`src/logic/ash_pkg.sv`:
```
// Purpose: Shared constants and types for the alarm stop and release block
// Assumes: APB data 32 bits, one aligned word per register
// Notes:   All offsets are byte addresses
package ash_pkg;

  ////////////////////////////////////////////////////////////////////////////
  localparam int unsigned ADDR_W = 8;
  localparam logic [7:0] OFF_CTRL  = 8'h00;
  localparam logic [7:0] OFF_STAT  = 8'h04;
  localparam logic [7:0] OFF_IRQ   = 8'h08;
  localparam logic [7:0] OFF_MASK  = 8'h0C;
  localparam logic [7:0] OFF_HSEL  = 8'h10;
  localparam logic [7:0] OFF_HDATA = 8'h14;

  // Control register
  localparam int unsigned CTRL_EN_BIT   = 0;
  localparam int unsigned CTRL_KEEP_BIT = 1;
  localparam logic [1:0]  CTRL_RST      = 2'h1;

  // Status register fields
  localparam int unsigned STAT_ALARM_BIT = 0;
  localparam int unsigned STAT_OK_BIT    = 1;
  localparam int unsigned STAT_MOVE_BIT  = 2;
  localparam int unsigned STAT_PRDY_BIT  = 3;
  localparam int unsigned STAT_READY_BIT = 4;
  localparam int unsigned STAT_EXC_BIT   = 5;
  localparam int unsigned STAT_CODE_LSB  = 8;
  localparam int unsigned STAT_SUB_LSB   = 16;

  // Interrupt status and mask
  localparam int unsigned IRQ_RAISE_BIT = 0;
  localparam int unsigned IRQ_CLEAR_BIT = 1;
  localparam logic [1:0]  MASK_RST      = 2'h0;

  // Alarm history
  localparam int unsigned HIST_DEPTH    = 10;
  localparam int unsigned HIST_AW       = 4;
  localparam int unsigned HSEL_CNT_LSB  = 8;
  localparam int unsigned CODE_W        = 8;

  // Motion-active hold after the last step
  localparam int unsigned CLK_PERIOD_NS = 40;
  localparam int unsigned MOVE_HOLD_NS  = 2000;
  localparam int unsigned MOVE_HOLD_CYC = (MOVE_HOLD_NS + CLK_PERIOD_NS - 1) / CLK_PERIOD_NS;
  localparam int unsigned HOLD_W        = 6;

  ////////////////////////////////////////////////////////////////////////////
  typedef enum logic {
    ASH_RUN,
    ASH_ALARM
  } ash_mode_t;

  typedef struct packed {
    logic [CODE_W-1:0] sub;
    logic [CODE_W-1:0] code;
  } ash_alarm_t;

  typedef struct packed {
    ash_mode_t          mode;
    ash_alarm_t         cur;
    logic               clr_prev;
    logic               step;
    logic [HOLD_W-1:0]  hold;
    logic [1:0]         ctrl;
    logic [1:0]         irq_stat;
    logic [1:0]         irq_mask;
    logic [HIST_AW-1:0] hsel;
    logic [HIST_AW-1:0] wptr;
    logic [HIST_AW-1:0] hcount;
    logic [31:0]        prdata;
  } ash_state_t;

endpackage

```
`src/logic/ash_alarm_ctl.sv`:
```
// Purpose: Alarm stop and alarm-release handshake of a stepping motor driver
// Assumes: Inputs synchronous to pclk; fault_valid marks a detected fault
// Notes:   Registers over APB; history of recent alarms kept in ash_hist_mem
//
// Behaviour
// - On an alarm, alarm-ok, motion-active and pulse-ready drop together.
// - Step output stops at the alarm, no deceleration.
// - After release, incoming pulses drive the motor at once.
// - Alarm-clear releases the alarm; alarm-ok, ready, pulse-ready come back.
// - Same outputs and sequence whether the motor stays excited or not; only excite differs.
// - Keep the last ten alarms, newest first, with code and sub code.
`timescale 1ns/1ns
module ash_alarm_ctl (
  // Clock and reset
  input  wire logic                        pclk,
  input  wire logic                        presetn,
  // APB slave
  input  wire logic                        psel,
  input  wire logic                        penable,
  input  wire logic                        pwrite,
  input  wire logic [ash_pkg::ADDR_W-1:0]  paddr,
  input  wire logic [31:0]                 pwdata,
  output      logic [31:0]                 prdata,
  output      logic                        pready,
  output      logic                        pslverr,
  // Fault detection
  input  wire logic                        fault_valid,
  input  wire ash_pkg::ash_alarm_t         fault_info,
  // Host I/O
  input  wire logic                        pulse_in,
  input  wire logic                        alarm_clear_input,
  output      logic                        alarm_ok_output,
  output      logic                        motion_active_output,
  output      logic                        ready_output,
  output      logic                        pulse_accept_ready_output,
  // Motor drive
  output      logic                        step_output,
  output      logic                        excite_output,
  // Interrupt
  output      logic                        irq
);

  ////////////////////////////////////////////////////////////////////////////
  function automatic logic hit(input logic [ash_pkg::ADDR_W-1:0] a, input logic [7:0] off);
    hit = (a == off);
  endfunction

  function automatic logic mapped(input logic [ash_pkg::ADDR_W-1:0] a);
    mapped = hit(a, ash_pkg::OFF_CTRL) | hit(a, ash_pkg::OFF_STAT) | hit(a, ash_pkg::OFF_IRQ) |
             hit(a, ash_pkg::OFF_MASK) | hit(a, ash_pkg::OFF_HSEL) | hit(a, ash_pkg::OFF_HDATA);
  endfunction

  localparam logic [ash_pkg::HOLD_W-1:0]  HOLD_LOAD = ash_pkg::HOLD_W'(ash_pkg::MOVE_HOLD_CYC);
  localparam logic [ash_pkg::HIST_AW-1:0] HIST_LAST = ash_pkg::HIST_AW'(ash_pkg::HIST_DEPTH - 1);
  localparam logic [ash_pkg::HIST_AW-1:0] HIST_FULL = ash_pkg::HIST_AW'(ash_pkg::HIST_DEPTH);
  localparam logic [4:0]                  HIST_D5   = 5'(ash_pkg::HIST_DEPTH);

  ash_pkg::ash_state_t s_ff;
  ash_pkg::ash_state_t nxt_s;
  ash_pkg::ash_alarm_t hist_rdata;
  logic                hist_we;
  logic                clr_rise;
  logic                raise_ev;
  logic                release_ev;
  logic [4:0]          rd_idx;
  logic [ash_pkg::HIST_AW-1:0] hist_raddr;

  ////////////////////////////////////////////////////////////////////////////
  // Newest entry sits just behind the write pointer
  always_comb begin
    rd_idx = 5'(s_ff.wptr) + HIST_D5 - 5'd1 - 5'(s_ff.hsel);
    if (rd_idx >= HIST_D5) begin
      rd_idx = rd_idx - HIST_D5;
    end
    hist_raddr = rd_idx[ash_pkg::HIST_AW-1:0];
  end

  ash_hist_mem u_hist (
    .pclk    (pclk),
    .presetn (presetn),
    .we      (hist_we),
    .waddr   (s_ff.wptr),
    .wdata   (fault_info),
    .raddr   (hist_raddr),
    .rdata   (hist_rdata)
  );

  ////////////////////////////////////////////////////////////////////////////
  always_comb begin
    nxt_s      = s_ff;
    clr_rise   = alarm_clear_input & ~s_ff.clr_prev;
    raise_ev   = 1'b0;
    release_ev = 1'b0;
    hist_we    = 1'b0;
    nxt_s.clr_prev = alarm_clear_input;

    // Fault outranks a clear edge in the same cycle
    unique case (s_ff.mode)
      ash_pkg::ASH_RUN: begin
        if (fault_valid) begin
          nxt_s.mode = ash_pkg::ASH_ALARM;
          nxt_s.cur  = fault_info;
          raise_ev   = 1'b1;
        end
      end
      ash_pkg::ASH_ALARM: begin
        if (!fault_valid && clr_rise) begin
          nxt_s.mode = ash_pkg::ASH_RUN;
          release_ev = 1'b1;
        end
      end
    endcase

    // Entry written at the entry edge, so the pointer bump keeps newest just behind it
    hist_we = raise_ev;
    if (raise_ev) begin
      nxt_s.wptr   = (s_ff.wptr == HIST_LAST) ? '0 : s_ff.wptr + 1'b1;
      nxt_s.hcount = (s_ff.hcount == HIST_FULL) ? HIST_FULL : s_ff.hcount + 1'b1;
    end

    // Steps gated by the next mode: stop and resume take effect at once
    nxt_s.step = pulse_in & s_ff.ctrl[ash_pkg::CTRL_EN_BIT] &
                 (nxt_s.mode == ash_pkg::ASH_RUN);
    if (nxt_s.mode == ash_pkg::ASH_ALARM) begin
      nxt_s.hold = '0;
    end else if (nxt_s.step) begin
      nxt_s.hold = HOLD_LOAD;
    end else if (s_ff.hold != '0) begin
      nxt_s.hold = s_ff.hold - 1'b1;
    end

    // APB: read data captured in setup so pready can be constant high
    if (psel && !penable && !pwrite) begin
      nxt_s.prdata = '0;
      if (hit(paddr, ash_pkg::OFF_CTRL)) begin
        nxt_s.prdata[1:0] = s_ff.ctrl;
      end
      if (hit(paddr, ash_pkg::OFF_STAT)) begin
        nxt_s.prdata[ash_pkg::STAT_ALARM_BIT] = (s_ff.mode == ash_pkg::ASH_ALARM);
        nxt_s.prdata[ash_pkg::STAT_OK_BIT]    = alarm_ok_output;
        nxt_s.prdata[ash_pkg::STAT_MOVE_BIT]  = motion_active_output;
        nxt_s.prdata[ash_pkg::STAT_PRDY_BIT]  = pulse_accept_ready_output;
        nxt_s.prdata[ash_pkg::STAT_READY_BIT] = ready_output;
        nxt_s.prdata[ash_pkg::STAT_EXC_BIT]   = excite_output;
        nxt_s.prdata[ash_pkg::STAT_CODE_LSB +: ash_pkg::CODE_W] = s_ff.cur.code;
        nxt_s.prdata[ash_pkg::STAT_SUB_LSB +: ash_pkg::CODE_W]  = s_ff.cur.sub;
      end
      if (hit(paddr, ash_pkg::OFF_IRQ)) begin
        nxt_s.prdata[1:0] = s_ff.irq_stat;
      end
      if (hit(paddr, ash_pkg::OFF_MASK)) begin
        nxt_s.prdata[1:0] = s_ff.irq_mask;
      end
      if (hit(paddr, ash_pkg::OFF_HSEL)) begin
        nxt_s.prdata[ash_pkg::HIST_AW-1:0] = s_ff.hsel;
        nxt_s.prdata[ash_pkg::HSEL_CNT_LSB +: ash_pkg::HIST_AW] = s_ff.hcount;
      end
      if (hit(paddr, ash_pkg::OFF_HDATA) && s_ff.hsel < s_ff.hcount) begin
        nxt_s.prdata[15:0] = hist_rdata;
      end
    end

    // Read clears only what was reported, so a new event survives
    if (psel && penable && !pwrite && hit(paddr, ash_pkg::OFF_IRQ)) begin
      nxt_s.irq_stat = s_ff.irq_stat & ~s_ff.prdata[1:0];
    end
    nxt_s.irq_stat[ash_pkg::IRQ_RAISE_BIT] = nxt_s.irq_stat[ash_pkg::IRQ_RAISE_BIT] | raise_ev;
    nxt_s.irq_stat[ash_pkg::IRQ_CLEAR_BIT] = nxt_s.irq_stat[ash_pkg::IRQ_CLEAR_BIT] | release_ev;

    if (psel && penable && pwrite) begin
      if (hit(paddr, ash_pkg::OFF_CTRL)) begin
        nxt_s.ctrl = pwdata[1:0];
      end
      if (hit(paddr, ash_pkg::OFF_MASK)) begin
        nxt_s.irq_mask = pwdata[1:0];
      end
      if (hit(paddr, ash_pkg::OFF_HSEL)) begin
        nxt_s.hsel = pwdata[ash_pkg::HIST_AW-1:0];
      end
    end
  end

  always_ff @(posedge pclk or negedge presetn) begin
    if (!presetn) begin
      s_ff          <= '0;
      s_ff.mode     <= ash_pkg::ASH_RUN;
      s_ff.ctrl     <= ash_pkg::CTRL_RST;
      s_ff.irq_mask <= ash_pkg::MASK_RST;
    end else begin
      s_ff <= nxt_s;
    end
  end

  ////////////////////////////////////////////////////////////////////////////
  // Outputs identical whatever the excitation choice; only excite differs
  always_comb begin
    prdata                    = s_ff.prdata;
    pready                    = 1'b1;
    pslverr                   = psel & penable & ~mapped(paddr);
    alarm_ok_output           = (s_ff.mode == ash_pkg::ASH_RUN);
    ready_output              = alarm_ok_output & s_ff.ctrl[ash_pkg::CTRL_EN_BIT];
    pulse_accept_ready_output = ready_output;
    motion_active_output      = (s_ff.hold != '0);
    step_output               = s_ff.step;
    excite_output             = s_ff.ctrl[ash_pkg::CTRL_EN_BIT] &
                                (alarm_ok_output | s_ff.ctrl[ash_pkg::CTRL_KEEP_BIT]);
    irq                       = |(s_ff.irq_stat & s_ff.irq_mask);
  end
endmodule

```
`src/logic/ash_hist_mem.sv`:
```
// Purpose: Small history memory with registered read data
// Assumes: One write port, one read port, same clock
// Notes:   Array is not reset; readers gate by the fill count
`timescale 1ns/1ns
module ash_hist_mem #(
  parameter int unsigned DEPTH = ash_pkg::HIST_DEPTH,
  parameter int unsigned AW    = ash_pkg::HIST_AW
) (
  // Clock and reset
  input  wire logic               pclk,
  input  wire logic               presetn,
  // Write port
  input  wire logic               we,
  input  wire logic [AW-1:0]      waddr,
  input  wire ash_pkg::ash_alarm_t wdata,
  // Read port
  input  wire logic [AW-1:0]      raddr,
  output      ash_pkg::ash_alarm_t rdata
);

  ash_pkg::ash_alarm_t mem [DEPTH];

  always_ff @(posedge pclk) begin
    if (we) begin
      mem[waddr] <= wdata;
    end
  end

  always_ff @(posedge pclk or negedge presetn) begin
    if (!presetn) begin
      rdata <= '0;
    end else begin
      rdata <= mem[raddr];
    end
  end

endmodule

```
`config.mk`:
```
export PLATFORM = sky130hd
export DESIGN_NAME = ash_alarm_ctl
export DESIGN_NICKNAME = d
export VERILOG_FILES = /design/src/logic/ash_pkg.sv /design/src/logic/ash_alarm_ctl.sv /design/src/logic/ash_hist_mem.sv
export SDC_FILE = /design/constraint.sdc
export NUM_CORES = 1
export LEC_CHECK = 0
export ABC_AREA = 1
export BUFFER_PORTS_ARGS = -buffer_cell sky130_fd_sc_hd__buf_2
export CORE_MARGIN = 1.5
export CORE_UTILIZATION = 30
export DETAILED_ROUTE_END_ITERATION = 16
export GPL_TIMING_DRIVEN = 0
export SYNTH_ARGS = -nofsm -noshare
export SYNTH_HDL_FRONTEND = slang
export SYNTH_SLANG_ARGS = --single-unit
```
`constraint.sdc`:
```
create_clock -name pclk -period 2.7 [get_ports pclk]
set_clock_uncertainty 0.1 [all_clocks]
set_input_delay 0.405 -clock pclk [delete_from_list [all_inputs] [get_ports pclk]]
set_output_delay 0.405 -clock pclk [all_outputs]
set_load 0.005 [all_outputs]
```
==> reports/results.ini, run 1 <==
[outcome]
outcome = complete, but fails checks
violations = setup timing

[critical_path]
critPathKind = flip-flop to flip-flop
r2r_slack_ns = -0.31
reg2reg_from = s_ff[41]
end_kind = flip-flop
cp.required_ns = 3.02
crit_start = s_ff[41]
worstReg2RegEnd = u_hist.rdata[9]
crit_arrival_ns = 3.33
reg2reg_depth = 16
path_max_fanout = 7
crit_end = u_hist.rdata[9]
critical_path.startpoint_type = flip-flop

[cts]
cts_tree = built
cts.sinks = 243
max-clock-path-buffers = 3
clock_latency_ns = 0.54
clkTransAtPathRegs_ns = 0.06
cts_made_buffers = 26
root_buffer = clkbuf_16
h-tree-depth = 1

[cells_and_area]
antenna_cells = 0
fin_area_mm2 = 0.0133
fin_nets = 1130
area_delta_synth_final_pct = 26.5
finalNonFillerCells = 1526
fillers = 3312
drive_gt1_share_pct = 30.0

[sta]
fmax_ghz = 0.332
post-route-min-period_ns = 3.01
slew_viol_final = 0
worst_pin_slew_ns = 0.944
rsz0062_at_grt = yes
fin_ws_ns = -0.312
relSlewSlack_pct = 36.8
finalSetupTns_ns = -4.76
finalSetupViolCount = 24
hold_violations = 0
finalCritPeriodShare_pct = 112

[route]
vias = 6959
wl_per_cell_um = 16.5
detail_route.first_pass.iterations = 6
drt_iter0_drc = 406
ant_nets = 0
drcViolationCount = 0
viasPerCell = 4.56
routed_wl_um = 25200

[logic_synthesis]
synth_area_leaders = edfxtp_1 46%, dfrtp_1 20%, nand2_1 7.5%
synth_edf_count = 160
postSynthCellCount = 905
synth_commonest_cells = 210 x nand2_1, 160 x edfxtp_1, 84 x nand3_1
yosysMostFrequentCell = nand2_1
synth_area_mm2 = 0.0105
synth_largest_area_cell = edfxtp_1
ys_seq_elements = 243
synth_cell_types = 41
avgSynthCellArea_um2 = 11.6
synth_top_area_share_pct = 45.7
ys_seq_area_share_pct = 65.4
synthArstFlopShare_pct = 34.2
synth_flop_cell = edfxtp_1
yosys_warnings = 0

[global_routing]
grt_overflow = 0
grt_max_degree = 54
grt_pass1_vias = 6962
grt_first_pass_wirelength_um = 39200
antenna_found_initial = 0
grt_use_total_pct = 14.0

[floorplan]
dieArea_mm2 = 0.0362
ios = 105
die-height_um = 190
coreArea_mm2 = 0.0345
fp.dieW_um = 190
rows = 68
initial_core_util_pct = 30.4

[place]
place_hpwl_um = 17000
portBuffers = 67
dpl-instance-area_mm2 = 0.0117
place_congestion = 0.786
post-place-cells = 1443

[power]
p_leak_nw = 5.59
p_per_area_mw_per_mm2 = 1270
irDropWorstVdd_mv = 0.762

[hold_path]
hold_class = input pin to flip-flop

[flow_run]
cap_viol_max_count = 0

==> worst min path at each step <==
| stage | depth (start not counted) | startpoint | end |
|---|---|---|---|
| 2_1_floorplan | 0 | presetn | prdata[0] |
| 6_report | 2 | pwdata[3] | s_ff[43] |
| 4_1_cts | 2 | pwdata[3] | s_ff[43] |
| 3_5_place_dp | 1 | presetn | s_ff[50] |
| 5_1_grt | 2 | pwdata[3] | s_ff[43] |
| 3_3_place_gp | 1 | s_ff[50] | s_ff[50] |
==> metrics by stage <==
step                util (%)  total power, mW  setup slack [ns]  hold WS (ns)
CTS                     37.9             16.1            -0.267        0.0178
global placement        33.3             10.4             -1.47         0.354
global route            38.5             17.9            -0.404        0.0257
detailed placement      33.8             10.5            -0.667         0.275
floorplan                  -             8.63           -0.0998       0.00941
finish                  38.5             16.9            -0.312        0.0207
==> cells in the final DEF, fill, tap and decap left out, types with 20 or more instances in the layout <==
cell type / count
nand3_2: 23
inv_1: 45
o21ai_0: 28
dfrtp_1: 81
nand2_1: 168
a21oi_1: 20
nand3_1: 59
nor2_1: 29
edfxtp_1: 160
buf_2: 73
nand2_2: 38
buf_4: 61
mux2i_1: 64
clkbuf_16: 27
==> power breakdown <==
group          switching [mW]  total [mW]  internal [mW]
Clock                    1.45        3.56           2.11
Sequential              0.158        4.47           4.31
Combinational            5.10        8.88           3.78
==> cell families after synthesis <==
logic type      count (synthesis)  share of synthesized area, %
simple gates                  370                          15.2
flops                         243                          65.4
buf+inv                       120                          5.91
compound gates                 83                          4.75
mux                            65                          6.20
fa+ha+maj                      15                          1.86
xor+xnor                        7                         0.583
other cells                     2                        0.0714
==> sequential cells by signal (all words and copies together) (netlist names) <==
signal	cells
u_hist.rdata	16
step_output	1
prdata	24
u_hist.mem	160
s_ff	42
==> final cells by class <==
type | count | area (µm²) | share of cell area (%)
tap | 455 | 569 | 4.28
clock inverter | 13 | 134 | 1.01
timing repair buffer | 112 | 863 | 6.49
inverter | 51 | 196 | 1.48
buffer | 68 | 493 | 3.71
clock buffer | 35 | 734 | 5.52
sequential | 243 | 6880 | 51.7
multi-input combinational | 549 | 3430 | 25.8
==> layer usage <==
metal  vias up  track usage, %  share of wire (%)
met5         -               0                  0
met4         0            3.85                2.2
met3        39            2.19                5.6
met2       193            24.3                 49
met1      3331            18.0                 43
li1       3396               -                  -
==> what timing repair did <==
action / in CTS / in global routing
endpoints found under the setup margin: 40 / 75
hold endpoints to repair: 31 / 0
gates cloned: 4 / 1
hold buffers: 3 / 0
pin swaps: 31 / 24
setup buffers: 22 / 6
resized for setup: 72 / 50
==> worst max-delay path: stages (launching register included) <==
cell	delay, ns
dfrtp_2	0.44
ha_4	0.27
inv_2	0.04
ha_4	0.15
fa_2	0.59
inv_2	0.07
ha_4	0.17
nand2_4	0.06
nand2_4	0.06
nand4_1	0.22
buf_6	0.20
clkbuf_16	0.16
nand3_2	0.07
nand3_2	0.10
nand2_2	0.07
nand2_2	0.06
nand2_1	0.05
No activity file was read; power rests on OpenSTA's default activity.
==> run 2, diff against run 1 <==
==> constraint.sdc (replaced) <==
create_clock -name pclk -period 3.8 [get_ports pclk]
set_clock_uncertainty 0.1 [all_clocks]
set_input_delay 0.57 -clock pclk [delete_from_list [all_inputs] [get_ports pclk]]
set_output_delay 0.57 -clock pclk [all_outputs]
set_load 0.005 [all_outputs]
==> reports/results.ini, run 2 (synthesis gave the netlist of run 1 again) <==
[cts]
max-clock-path-buffers = 3  ; unchanged
cts_hold_buf = 1  ; -2
post_cts_resize_count = 0  ; -100%
clock_latency_ns = 0.54  ; about the same
cts_tree = built
postCtsSetupBuffers = 0  ; -100%
root_buffer = clkbuf_16
clkTransAtPathRegs_ns = 0.06  ; about the same
h-tree-depth = 1  ; unchanged
cts_made_buffers = 26  ; unchanged
cts.sinks = 243  ; unchanged

[critical_path]
crit_slowest_cell = fa_1
cp.required_ns = 4.13  ; +1.11 ns
path_cells = inv_1 > ha_1 > inv_1 > ha_1 > fa_1 > inv_1 > ha_1 > nand2_1 > nand2_2 > nand4_1 > buf_2 > buf_2 > nand3_1 > nand3_1 > nand2_1 > nand2_1 > nand2_1
worstReg2RegEnd = u_hist.rdata[7]
reg2reg_depth = 17  ; +1
crit_path_max_incr_delay_ns = 0.58  ; about the same
path_common_cell = nand2_1
r2r_slack_ns = 0.39  ; +0.70 ns
crit_arrival_ns = 3.74  ; +0.41 ns
reg2reg_from = s_ff[37]
critPathKind = flip-flop to flip-flop
path_max_fanout = 10  ; +3
end_kind = flip-flop
critical_path.startpoint_type = flip-flop

[cells_and_area]
drive_gt1_share_pct = 20.6  ; -9.4 points
finalNonFillerCells = 1494  ; -2.1%
fin_nets = 1098  ; -2.8%
layout_commonest_cell = nand2_1
fin_area_mm2 = 0.0126  ; -5.4%
fin_util_pct = 36.4  ; -2.1 points
largest_reg_flops = 160  ; unchanged
area_delta_synth_final_pct = 19.7
top_register = u_hist.mem
final_cell_mix = 210 x nand2_1, 160 x edfxtp_1, 84 x nand3_1, 82 x dfrtp_1, 80 x buf_2
fillers = 3375  ; +1.9%
antenna_cells = 0  ; unchanged

[sta]
finalSetupViolCount = 0  ; -100%
hold_violations = 0  ; unchanged
rsz0062_at_grt = no
post-route-min-period_ns = 3.41  ; +0.397 ns
slew_viol_final = 0  ; unchanged
finalCritPeriodShare_pct = 89.7  ; -22 points
worst_pin_slew_ns = 0.952  ; +0.00825 ns
fin_ws_ns = 0.391  ; +0.703 ns
fmax_ghz = 0.293  ; -12%
relSlewSlack_pct = 36.5  ; -0.28 points

[power]
p_per_area_mw_per_mm2 = 794  ; -38%
irDropWorstVdd_mv = 0.333  ; -56%
p_leak_nw = 5.31  ; -4.9%

[floorplan]
ios = 105  ; unchanged
fp.dieW_um = 190  ; unchanged
die-height_um = 190  ; unchanged
dieArea_mm2 = 0.0362  ; unchanged
rows = 68  ; unchanged
coreArea_mm2 = 0.0345  ; unchanged
initial_core_util_pct = 30.4  ; unchanged

[route]
viasPerCell = 4.54  ; -0.51%
drt_iter0_drc = 528  ; +30%
routed_wl_um = 24200  ; -4.1%
wl_per_cell_um = 16.2  ; -2.0%
drcViolationCount = 0  ; unchanged
vias = 6778  ; -2.6%
detail_route.first_pass.iterations = 5  ; -1
ant_nets = 0  ; unchanged

[outcome]
outcome = finished, final reports clean

[place]
place_congestion = 0.782  ; -0.48%
portBuffers = 67  ; unchanged
post-place-cells = 1445  ; +0.14%
dpl-instance-area_mm2 = 0.0116  ; -0.18%
place_hpwl_um = 16800  ; -1.1%
preCtsSetupSlack_ns = 0.386  ; +1.05 ns

[global_routing]
grt_first_pass_wirelength_um = 38000  ; -3.0%
grt_pass1_vias = 6804  ; -2.3%
grt_max_degree = 74  ; +37%
grt_overflow = 0  ; unchanged
grt_use_total_pct = 13.5  ; -0.47 points
antenna_found_initial = 0  ; unchanged

[hold_path]
hold_class = input pin to flip-flop
hold-path-endpoint = s_ff[57]
hold_start = alarm_clear_input
holdPathStages = 1  ; -1

[flow_run]
cap_viol_max_count = 0  ; unchanged

[run 2: cell types whose count changed in the layout (fill, tap and decap cells not counted), sizes merged]
cell and change:
buf -28, clkbuf -8, bufinv +3, clkinv +2, dlygate4sd3 -2, clkinvlp +1
[run 2: worst max-delay path by stage]
stage                        to  slack [ns]   startpoint
6_report        u_hist.rdata[7]        0.39     s_ff[37]
5_1_grt         u_hist.rdata[7]        0.10     s_ff[37]
4_1_cts         u_hist.rdata[7]        0.39     s_ff[41]
3_5_place_dp    u_hist.rdata[7]        0.39     s_ff[41]
3_3_place_gp   u_hist.mem[3][6]       -0.62  fault_valid
2_1_floorplan  u_hist.mem[8][0]        0.85  fault_valid
[run 2: power by group]
part	internal (mW)	total, mW	switching, mW
combinational	1.37	4.13	2.76
sequential	3.06	3.18	0.114
clock	1.66	2.70	1.03
total	6.10	10.0	3.91
[run 2: metal layers]
layer | vias to the layer above | wire length, µm | GRT usage [%]
met5 | - | 0 | 0
met4 | 0 | 431 | 3.30
met3 | 30 | 1200 | 2.13
met2 | 182 | 11400 | 22.7
met1 | 3236 | 11100 | 18.2
li1 | 3330 | - | -
[run 2: through the flow]
step / setup TNS (ns) / power [mW] / hold WS, ns
after floorplan: 0 / 6.04 / 0.174
after global placement: -19.01 / 7.26 / 0.355
after detailed placement: 0 / 7.32 / 0.325
after CTS: 0 / 10.1 / 0.0614
after global routing: 0 / 10.6 / 0.0682
final: 0 / 10.0 / 0.0723
[run 2: area by class of cell]
| class | count | area, µm² | share of cell area [%] |
|---|---|---|---|
| Multi-Input combinational cell | 549 | 3070 | 24.4 |
| Clock inverter | 19 | 234 | 1.86 |
| Buffer | 69 | 430 | 3.42 |
| Inverter | 51 | 191 | 1.52 |
| Tap cell | 455 | 569 | 4.52 |
| Sequential cell | 243 | 6880 | 54.7 |
| Clock buffer | 29 | 697 | 5.54 |
| Timing Repair Buffer | 79 | 514 | 4.08 |
[run 2: critical path, delay by kind of cell, from the launching register on]
kind | cells | cell delay (ns)
adders and majority gates | 4 | 1.27
and+or+nand+nor | 8 | 0.84
buffers and inverters | 5 | 0.74
DFF | 1 | 0.39
